$ cat src/rtl/acvs_pkg.sv
// Package for the converter cycle sequencer: register map, field positions, states.
// Assumes a 32-bit AXI4-Lite slave with word-aligned registers.
package acvs_pkg;
    // Register byte offsets
    localparam logic [7:0] ACVS_CTRL0_OFS  = 8'h00; // converter_control_0
    localparam logic [7:0] ACVS_CTRL1_OFS  = 8'h04; // converter_control_1
    localparam logic [7:0] ACVS_PRE_OFS    = 8'h08; // precharge length
    localparam logic [7:0] ACVS_ACQ_OFS    = 8'h0C; // acquisition_count
    localparam logic [7:0] ACVS_PUMP_OFS   = 8'h10; // pump_control
    localparam logic [7:0] ACVS_STAT_OFS   = 8'h14; // status
    localparam logic [7:0] ACVS_CLKDIV_OFS = 8'h18; // converter clock divider
    // converter_control_0 bits
    localparam int ACVS_C0_ON    = 0;
    localparam int ACVS_C0_GO    = 1;
    localparam int ACVS_C0_CONTINUOUS_CONVERSION  = 2;
    localparam int ACVS_C0_DSEN  = 3; // double sample (differential)
    localparam int ACVS_C0_RCSEL = 4; // dedicated oscillator as converter clock
    // converter_control_1 bits
    localparam int ACVS_C1_PPOL  = 0; // charge_polarity_select
    localparam int ACVS_C1_GPOL  = 1; // guard_polarity
    localparam int ACVS_C1_GINV  = 2; // guard_invert_second_sample
    // pump_control bits
    localparam int ACVS_P_EN     = 0;
    localparam int ACVS_P_RDY    = 1;
    // status bits
    localparam int ACVS_S_DONE   = 0; // conversion_done_flag, write 1 to clear
    localparam int ACVS_S_BUSY   = 1;
    localparam int ACVS_S_PHASE  = 4; // phase code at bits 6:4
    // Widths and fixed counts
    localparam int ACVS_CNT_W = 13;
    localparam logic [12:0] ACVS_ACQ_MAX = 13'h1FFF; // 8191 converter clocks
    localparam logic [12:0] ACVS_CNT_ONE = 13'h0001;
    localparam logic [12:0] ACVS_CNT_ZERO = 13'h0000;
    localparam logic [7:0] ACVS_CONV_TAD = 8'h0F; // converter clocks per conversion
    localparam logic [15:0] ACVS_PUMP_TAD = 16'h0100; // pump start-up, converter clocks
    localparam logic [1:0] AXI_OKAY   = 2'b00;
    localparam logic [1:0] AXI_SLVERR = 2'b10;
    typedef enum logic [2:0]
    {
        ACVS_IDLE = 3'b000,
        ACVS_PRE  = 3'b001,
        ACVS_ACQ  = 3'b010,
        ACVS_CONV = 3'b011
    } acvs_state_type;
endpackage

$ cat src/rtl/acvs_seq.sv
// Conversion cycle sequencer with precharge, acquisition, guard outputs and pump readiness.
// Assumes an AXI4-Lite master on CLK_SYS; trigger and restart come from same-clock logic.
`timescale 1ns/1ns
module acvs_seq
    import acvs_pkg::*;
#(
    parameter int DIV_W = 8
)
(
    // Clock and reset
    input  wire logic              CLK_SYS,
    input  wire logic              RST,
    // Converter clock tick from dedicated oscillator domain (asynchronous)
    input  wire logic              RC_TICK,
    // Hardware start sources
    input  wire logic              TRIG,
    input  wire logic              RESTART,
    // AXI4-Lite write address
    input  wire logic [7:0]        S_AXI_AWADDR,
    input  wire logic              S_AXI_AWVALID,
    output logic                   S_AXI_AWREADY,
    // AXI4-Lite write data
    input  wire logic [31:0]       S_AXI_WDATA,
    input  wire logic [3:0]        S_AXI_WSTRB,
    input  wire logic              S_AXI_WVALID,
    output logic                   S_AXI_WREADY,
    // AXI4-Lite write response
    output logic [1:0]             S_AXI_BRESP,
    output logic                   S_AXI_BVALID,
    input  wire logic              S_AXI_BREADY,
    // AXI4-Lite read address
    input  wire logic [7:0]        S_AXI_ARADDR,
    input  wire logic              S_AXI_ARVALID,
    output logic                   S_AXI_ARREADY,
    // AXI4-Lite read data
    output logic [31:0]            S_AXI_RDATA,
    output logic [1:0]             S_AXI_RRESP,
    output logic                   S_AXI_RVALID,
    input  wire logic              S_AXI_RREADY,
    // Analog front end controls
    output logic                   HOLD_PRECHARGE,
    output logic                   HOLD_TO_SUPPLY,
    output logic                   HOLD_CONNECT,
    output logic                   PIN_DRIVE_OUT,
    output logic                   PIN_DRIVE_OE_N,
    output logic                   CONVERT_ACTIVE,
    output logic                   GUARD_OUT_A,
    output logic                   GUARD_OUT_B,
    output logic                   CONVERSION_DONE_FLAG,
    output logic                   PUMP_ON
);
    initial
    begin
        if (DIV_W < 1 || DIV_W > 16)
            $error("DIV_W out of range");
    end

    // Software registers
    logic [4:0]           ctrl0_r;
    logic [2:0]           ctrl1_r;
    logic [12:0]          pre_len_r;
    logic [12:0]          acq_cnt_r;
    logic                 pump_en_r;
    logic                 pump_rdy_r;
    logic                 done_r;
    logic [DIV_W-1:0]     clkdiv_r;
    // Sequencer state
    acvs_state_type       state_r;
    logic [12:0]          cnt_r;
    logic                 second_r;
    logic                 ga_r;
    logic                 gb_r;
    logic [DIV_W-1:0]     div_r;
    logic [15:0]          pump_cnt_r;
    logic [2:0]           rc_sync_r;
    logic                 rc_prev_r;
    // Bus slave state
    logic                 aw_r;
    logic                 w_r;
    logic [7:0]           awaddr_r;
    logic [31:0]          wdata_r;
    logic [3:0]           wstrb_r;
    logic                 bvalid_r;
    logic [1:0]           bresp_r;
    logic                 rvalid_r;
    logic [31:0]          rdata_r;
    logic [1:0]           rresp_r;

    // Offset decode, used for both reads and writes
    function automatic logic ofs_ok(input logic [7:0] a);
        ofs_ok = (a == ACVS_CTRL0_OFS) || (a == ACVS_CTRL1_OFS) || (a == ACVS_PRE_OFS) ||
                 (a == ACVS_ACQ_OFS) || (a == ACVS_PUMP_OFS) || (a == ACVS_STAT_OFS) ||
                 (a == ACVS_CLKDIV_OFS);
    endfunction

    // Write path: address and data latched independently, committed together
    wire wr_go   = aw_r && w_r && !bvalid_r;
    wire wr_c0   = wr_go && (awaddr_r == ACVS_CTRL0_OFS) && wstrb_r[0];
    wire wr_c1   = wr_go && (awaddr_r == ACVS_CTRL1_OFS) && wstrb_r[0];
    wire wr_pre  = wr_go && (awaddr_r == ACVS_PRE_OFS);
    wire wr_acq  = wr_go && (awaddr_r == ACVS_ACQ_OFS);
    wire wr_pump = wr_go && (awaddr_r == ACVS_PUMP_OFS) && wstrb_r[0];
    wire wr_stat = wr_go && (awaddr_r == ACVS_STAT_OFS) && wstrb_r[0];
    wire wr_div  = wr_go && (awaddr_r == ACVS_CLKDIV_OFS) && wstrb_r[0];
    wire [12:0] wr13 = {wstrb_r[1] ? wdata_r[12:8] : 5'h00, wstrb_r[0] ? wdata_r[7:0] : 8'h00};

    // Converter clock tick: divided system clock or synchronised oscillator edge
    wire rc_edge  = rc_sync_r[2] && rc_sync_r[1] && !rc_prev_r;
    wire div_tick = (div_r == clkdiv_r);
    wire tad      = ctrl0_r[ACVS_C0_RCSEL] ? rc_edge : div_tick;

    // Sequence decisions
    wire on        = ctrl0_r[ACVS_C0_ON];
    wire go_sw     = wr_c0 && wdata_r[ACVS_C0_GO];
    wire start     = on && (state_r == ACVS_IDLE) &&
                     (ctrl0_r[ACVS_C0_GO] || TRIG || RESTART);
    wire pre_on    = (pre_len_r != ACVS_CNT_ZERO);
    wire [12:0] acq_load = (acq_cnt_r == ACVS_CNT_ZERO) ? ACVS_ACQ_MAX : acq_cnt_r;
    wire cnt_end   = tad && (cnt_r == ACVS_CNT_ONE);
    wire conv_end  = (state_r == ACVS_CONV) && cnt_end;
    wire dsen      = ctrl0_r[ACVS_C0_DSEN];
    wire again     = conv_end && dsen && !second_r;
    wire finish    = conv_end && !again;
    wire ppol_eff  = ctrl1_r[ACVS_C1_PPOL] ^ second_r;
    wire g_second  = second_r && ctrl1_r[ACVS_C1_GINV];
    wire gpol_eff  = ctrl1_r[ACVS_C1_GPOL] ^ g_second;

    // Entry into the next phase after a start or after the first sample
    wire enter     = start || again;
    wire enter_pre = enter && pre_on;
    wire enter_acq = (enter && !pre_on && (acq_cnt_r != ACVS_CNT_ZERO)) ||
                     ((state_r == ACVS_PRE) && cnt_end);
    wire enter_cnv = (enter && !pre_on && (acq_cnt_r == ACVS_CNT_ZERO)) ||
                     ((state_r == ACVS_ACQ) && cnt_end);

    // Next state and counter
    acvs_state_type state_nxt;
    logic [12:0]    cnt_nxt;
    always_comb
    begin
        state_nxt = state_r;
        cnt_nxt   = cnt_r;
        if (!on)
            state_nxt = ACVS_IDLE;
        else if (enter_pre)
        begin
            state_nxt = ACVS_PRE;
            cnt_nxt   = pre_len_r;
        end
        else if (enter_acq)
        begin
            state_nxt = ACVS_ACQ;
            cnt_nxt   = pre_on ? acq_load : acq_cnt_r;
        end
        else if (enter_cnv)
        begin
            state_nxt = ACVS_CONV;
            cnt_nxt   = {5'h00, ACVS_CONV_TAD};
        end
        else if (finish)
            state_nxt = ACVS_IDLE;
        else if (tad && (state_r != ACVS_IDLE))
            cnt_nxt = cnt_r - ACVS_CNT_ONE;
    end

    // Sequencer registers
    always_ff @(posedge CLK_SYS)
    begin
        if (RST)
        begin
            state_r  <= ACVS_IDLE;
            cnt_r    <= ACVS_CNT_ZERO;
            second_r <= 1'b0;
        end
        else
        begin
            state_r  <= state_nxt;
            cnt_r    <= cnt_nxt;
            second_r <= on && (again || (second_r && !finish && !start));
        end
    end

    // Guard outputs; idle holds last level so the pattern is continuous
    always_ff @(posedge CLK_SYS)
    begin
        if (RST)
        begin
            ga_r <= 1'b0;
            gb_r <= 1'b0;
        end
        else if (enter_pre)
        begin
            ga_r <= ctrl1_r[ACVS_C1_GPOL] ^ (again && ctrl1_r[ACVS_C1_GINV]);
            gb_r <= ctrl1_r[ACVS_C1_GPOL] ^ (again && ctrl1_r[ACVS_C1_GINV]);
        end
        else if (enter_acq)
            ga_r <= ~gpol_eff;
    end

    // Converter clock generation and pin-side tick synchroniser (three stages)
    always_ff @(posedge CLK_SYS)
    begin
        if (RST)
        begin
            div_r     <= '0;
            rc_sync_r <= 3'b000;
            rc_prev_r <= 1'b0;
        end
        else
        begin
            div_r     <= div_tick ? '0 : div_r + 1'b1;
            rc_sync_r <= {rc_sync_r[1:0], RC_TICK};
            if (rc_sync_r[2] == rc_sync_r[1])
                rc_prev_r <= rc_sync_r[2];
        end
    end

    // Charge pump start-up timer
    always_ff @(posedge CLK_SYS)
    begin
        if (RST || !pump_en_r)
        begin
            pump_cnt_r <= 16'h0000;
            pump_rdy_r <= 1'b0;
        end
        else if (tad && !pump_rdy_r)
        begin
            pump_cnt_r <= pump_cnt_r + 16'h0001;
            pump_rdy_r <= (pump_cnt_r == ACVS_PUMP_TAD - 16'h0001);
        end
    end

    // Software registers; hardware events win over software clears
    always_ff @(posedge CLK_SYS)
    begin
        if (RST)
        begin
            ctrl0_r   <= 5'h00;
            ctrl1_r   <= 3'h0;
            pre_len_r <= 13'h0000;
            acq_cnt_r <= 13'h0000;
            pump_en_r <= 1'b0;
            done_r    <= 1'b0;
            clkdiv_r  <= '0;
        end
        else
        begin
            if (wr_c0)
                ctrl0_r <= wdata_r[4:0];
            else if (finish && !ctrl0_r[ACVS_C0_CONTINUOUS_CONVERSION])
                ctrl0_r[ACVS_C0_GO] <= 1'b0;
            if (wr_c1)
                ctrl1_r <= wdata_r[2:0];
            if (wr_pre)
                pre_len_r <= wr13;
            if (wr_acq)
                acq_cnt_r <= wr13;
            if (wr_pump)
                pump_en_r <= wdata_r[ACVS_P_EN];
            if (wr_div)
                clkdiv_r <= wdata_r[DIV_W-1:0];
            if (finish)
                done_r <= 1'b1;
            else if (wr_stat && wdata_r[ACVS_S_DONE])
                done_r <= 1'b0;
        end
    end

    // Read data mux
    wire [31:0] rd_mux =
        (S_AXI_ARADDR == ACVS_CTRL0_OFS)  ? {27'h0, ctrl0_r} :
        (S_AXI_ARADDR == ACVS_CTRL1_OFS)  ? {29'h0, ctrl1_r} :
        (S_AXI_ARADDR == ACVS_PRE_OFS)    ? {19'h0, pre_len_r} :
        (S_AXI_ARADDR == ACVS_ACQ_OFS)    ? {19'h0, acq_cnt_r} :
        (S_AXI_ARADDR == ACVS_PUMP_OFS)   ? {30'h0, pump_rdy_r, pump_en_r} :
        (S_AXI_ARADDR == ACVS_STAT_OFS)   ? {25'h0, state_r, 2'b00, second_r, done_r} :
        (S_AXI_ARADDR == ACVS_CLKDIV_OFS) ? {{(32-DIV_W){1'b0}}, clkdiv_r} : 32'h0;

    // AXI4-Lite handshake; go_sw is decoded only through the register write
    always_ff @(posedge CLK_SYS)
    begin
        if (RST)
        begin
            aw_r <= 1'b0;
            w_r <= 1'b0;
            awaddr_r <= 8'h00;
            wdata_r <= 32'h0;
            wstrb_r <= 4'h0;
            bvalid_r <= 1'b0;
            bresp_r <= AXI_OKAY;
            rvalid_r <= 1'b0;
            rdata_r <= 32'h0;
            rresp_r <= AXI_OKAY;
        end
        else
        begin
            if (S_AXI_AWVALID && S_AXI_AWREADY)
            begin
                aw_r <= 1'b1;
                awaddr_r <= S_AXI_AWADDR;
            end
            if (S_AXI_WVALID && S_AXI_WREADY)
            begin
                w_r <= 1'b1;
                wdata_r <= S_AXI_WDATA;
                wstrb_r <= S_AXI_WSTRB;
            end
            if (wr_go)
            begin
                aw_r <= 1'b0;
                w_r <= 1'b0;
                bvalid_r <= 1'b1;
                bresp_r <= ofs_ok(awaddr_r) ? AXI_OKAY : AXI_SLVERR;
            end
            else if (S_AXI_BREADY)
                bvalid_r <= 1'b0;
            if (S_AXI_ARVALID && S_AXI_ARREADY)
            begin
                rvalid_r <= 1'b1;
                rdata_r <= rd_mux;
                rresp_r <= ofs_ok(S_AXI_ARADDR) ? AXI_OKAY : AXI_SLVERR;
            end
            else if (S_AXI_RREADY)
                rvalid_r <= 1'b0;
        end
    end

    // Bus outputs
    assign S_AXI_AWREADY = !aw_r && !bvalid_r;
    assign S_AXI_WREADY  = !w_r && !bvalid_r;
    assign S_AXI_BVALID  = bvalid_r;
    assign S_AXI_BRESP   = bresp_r;
    assign S_AXI_ARREADY = !rvalid_r;
    assign S_AXI_RVALID  = rvalid_r;
    assign S_AXI_RDATA   = rdata_r;
    assign S_AXI_RRESP   = rresp_r;

    // Analog controls; hold capacitor is precharged to supply or discharged, as ppol_eff selects
    assign HOLD_PRECHARGE = (state_r == ACVS_PRE);
    assign HOLD_TO_SUPPLY = ppol_eff;
    assign PIN_DRIVE_OUT  = ~ppol_eff;
    assign PIN_DRIVE_OE_N = (state_r != ACVS_PRE);
    assign HOLD_CONNECT   = (state_r == ACVS_ACQ);
    assign CONVERT_ACTIVE = (state_r == ACVS_CONV);
    assign GUARD_OUT_A    = ga_r;
    assign GUARD_OUT_B    = gb_r;
    assign CONVERSION_DONE_FLAG = done_r;
    assign PUMP_ON        = pump_en_r;

    wire unused_ok = go_sw;
endmodule

$ cat config.mk
export PLATFORM = sky130hd
export DESIGN_NAME = acvs_seq
export DESIGN_NICKNAME = d
export VERILOG_FILES = /design/src/rtl/acvs_pkg.sv /design/src/rtl/acvs_seq.sv
export SDC_FILE = /design/constraint.sdc
export NUM_CORES = 1
export LEC_CHECK = 0
export BUFFER_PORTS_ARGS = -buffer_cell sky130_fd_sc_hd__buf_2
export CORE_MARGIN = 5
export CORE_UTILIZATION = 55
export DETAILED_ROUTE_END_ITERATION = 10
export GPL_ROUTABILITY_DRIVEN = 0
export PLACE_DENSITY_LB_ADDON = 0.2
export RECOVER_POWER = 50
export SKIP_LAST_GASP = 1
export SLEW_MARGIN = 20
export SYNTH_ARGS = -nofsm -noshare
export SYNTH_HDL_FRONTEND = slang
export SYNTH_SLANG_ARGS = --single-unit
export TNS_END_PERCENT = 30
$ cat constraint.sdc
create_clock -name CLK_SYS -period 6.36 [get_ports CLK_SYS]
set_input_delay 1.272 -clock CLK_SYS [delete_from_list [all_inputs] [get_ports CLK_SYS]]
set_output_delay 1.272 -clock CLK_SYS [all_outputs]
set_load 0.01 [all_outputs]
==> impl_metrics.tcl <==
set metrics [dict create \
    outcome "complete, but fails checks" \
    violations "max-capacitance violations, max-slew violations" \
    max_slew_margin_pct -20.9 \
    reg2reg_depth 7 \
    pwr-share-comb_pct 4.6 \
    place.port_buffers 70 \
    fmax_ghz 0.266 \
    cellPowerDensity_mw_per_mm2 264 \
    drc 0 \
    r2r_slack_ps 3410 \
    slew_violations 45 \
    yosys_register_bits 133 \
    wl_um 17100 \
    synth_area_per_cell_sq_um 8.17 \
    ys_seq_area_share_pct 41.5 \
    clock_sinks 133 \
    async_flop_share_pct 0 \
    start_kind "input pin" \
    p_sw_share_pct 23.1 \
    die_area_sq_mm 0.0139 \
    p_leak_uw 0.00261 \
    root_buffer "clkbuf_16" \
    p_switching_uw 443 \
    core_sq_mm 0.0114 \
    finalHoldViolations 0 \
    synth_area_sq_mm 0.00641 \
    fin_skew_ps 8.75 \
    synth.top_cells.by_area "dfxtp_1, a21oi_1, nand2_1" \
    drive_gt1_share_pct 11.8 \
    cp-startpoint "RST" \
    yosys_warnings 0 \
    fill_cells 1012 \
    nets 903 \
    io_pins 113 \
    hold_buffers 0 \
    drtPass1Iterations 7 \
    vias 5876 \
    path_clk_slew_ps 60 \
    r2r-end "cnt_r[8]" \
    pre_cts_ws_ps 2680 \
    path_class "in -> reg" \
    wl_per_cell_um 17.2 \
    synthDistinctLibCells 68 \
    fin_ws_ps 2600 \
    die_w_um 118 \
    post-route-cell-area_sq_mm 0.00725 \
    n_antenna_cell 0 \
    final_cell_mix "dfxtp_1, nand2_1, a21oi_1" \
    finalSetupTns_ps 0 \
    detail-route-antenna-nets 0 \
    cp_cell_sequence "clkbuf_1 -> inv_1 -> nand2_1 -> nor2_1" \
    initial_core_util_pct 56.2 \
    synthFlopType "dfxtp_1" \
    cp_data_arrival_time_ps 4040 \
    die_y_um 118 \
    crit_fanout 44 \
    dpl.hpwl_um 12200 \
    cts_buffer_depth 2 \
    slowest_delay_ps 1280 \
    slowest_stage "clkbuf_1" \
    r2r-start "cnt_r[6]" \
    hold_path_class "reg -> reg" \
    endpoint "pump_cnt_r[9]" \
    maxCapViolCount 1 \
    synth_top_cell_by_area "dfxtp_1" \
    finalSetupViolations 0 \
    syn_inst 785 \
    worstMarginPinSlew_ps 1810 \
    grt_pass1_vias 5716 \
    overflow 0 \
    grt_pass1_wl_um 27900 \
    final_common_cell "dfxtp_1" \
    yosys.area.top_type_share_pct 41.5 \
    antenna_found_initial 0 \
    cp.required_ps 6640 \
    cts_resized 0 \
    synth_edf_count 0 \
    p_int_uw 1470 \
    clkLatencyLatePin_ps 420 \
    placed_cell_area_sq_mm 0.00669 \
    tritoncts "done" \
    seq_power_share_pct 45.3 \
    post-route-period-util_pct 59.1 \
    ir_drop_mv 0.221 \
    fin_crit_ps 3760 \
    rows 39 \
    clkPwrFrac_pct 50.1 \
    syn2layout_area_growth_pct 13.0 \
    whs_ps 445 \
    htree_num_levels 4 \
    fin_util_pct 63.5 \
    initialDrtViolationCount 537 \
    track_usage_pct 24.3 \
    grt_max_degree 57 \
    cts_made_buffers 17 \
    viasPerCell 5.93 \
    cts_setup_buffers 0 \
    rsz0062_at_grt "no" \
    worst_setup_path_end_kind "flop" \
]
-- Yosys cell counts (4+ instances only) --
cell	count
a211oi_1	6
a21oi_1	92
a221oi_1	4
a22oi_1	5
a31oi_1	7
a32oi_1	4
and2_1	6
and3_1	4
and4_1	5
buf_4	22
clkbuf_1	30
dfxtp_1	133
ha_1	5
inv_1	21
mux2_2	8
mux2i_1	24
nand2_1	104
nand3_1	44
nand4_1	5
nand4b_1	4
nor2_1	80
nor2b_1	13
nor3_1	8
nor4_1	11
o21ai_0	26
o221ai_1	11
or3_1	9
xnor2_1	19
xor2_1	16
-- area by class of cell --
cell class	instances	area [sq um]	area share, %
multi-input cells	591	3410	47.0
flip-flops and latches	133	2660	36.7
clock buffers	19	453	6.25
repair buffers	72	334	4.61
well taps	143	179	2.47
clock inverters	12	130	1.80
inverters	21	78.8	1.09
-- power groups by stage --
| stage | sequential, uW | combinational (uW) | clock, uW |
|---|---|---|---|
| floorplan | 878 | 74.2 | 0 |
| global placement | 885 | 85.4 | 0 |
| detailed placement | 886 | 88.0 | 0 |
| CTS | 868 | 88.4 | 969 |
| global route | 872 | 97.7 | 1010 |
| finish | 869 | 87.9 | 959 |
-- worst min path at each step --
| stage | startpoint | endpoint | slack [ps] | depth (start not counted) |
|---|---|---|---|---|
| 2_1_floorplan | rc_sync_r[0] | rc_sync_r[1] | 410 | 1 |
| 3_3_place_gp | rc_sync_r[0] | rc_sync_r[1] | 430 | 1 |
| 3_5_place_dp | rc_sync_r[0] | rc_sync_r[1] | 440 | 1 |
| 4_1_cts | rc_sync_r[0] | rc_sync_r[1] | 460 | 1 |
| 5_1_grt | rc_sync_r[0] | rc_sync_r[1] | 460 | 1 |
| 6_report | rc_sync_r[0] | rc_sync_r[1] | 450 | 1 |
-- layer usage --
metal  vias to the layer above  wire, um  track usage (%)
met5                         -         0                0
met4                         0       298             9.32
met3                        18      1260             5.57
met2                       255      8320             40.1
met1                      2765      7170             31.0
li1                       2838         -                -
-- through the flow --
step,total power [uW],std cells
detailed placement,974,960
floorplan,953,805
global placement,971,960
finish,1920,991
CTS,1930,991
global route,1980,991
-- cell families after synthesis --
family                     Yosys count  synth area share, %
DFF                                133                 41.5
and+or+nand+nor                    316                 23.7
buffers and inverters               81                 6.53
xor gates and xnor gates            35                 4.78
muxes                               32                 5.15
adders and majority gates            5                0.975
other                                1               0.0585
AOI/OAI and AO/OA                  182                 17.3
-- sequential cells by signal, summed over array words and instances (netlist names), 3 cells and up --
signal,cells
pump_cnt_r,16
S_AXI_RDATA,13
acq_cnt_r,13
cnt_r,13
pre_len_r,13
wdata_r,13
awaddr_r,8
clkdiv_r,8
div_r,8
ctrl0_r,5
ctrl1_r,3
rc_sync_r,3
-- critical path, delay by kind of cell --
| kind | cells | cell delay, ps |
|---|---|---|
| AND/OR/NAND/NOR | 2 | 780 |
| buffers and inverters | 2 | 1970 |
Power figures use the tool's default switching activity.
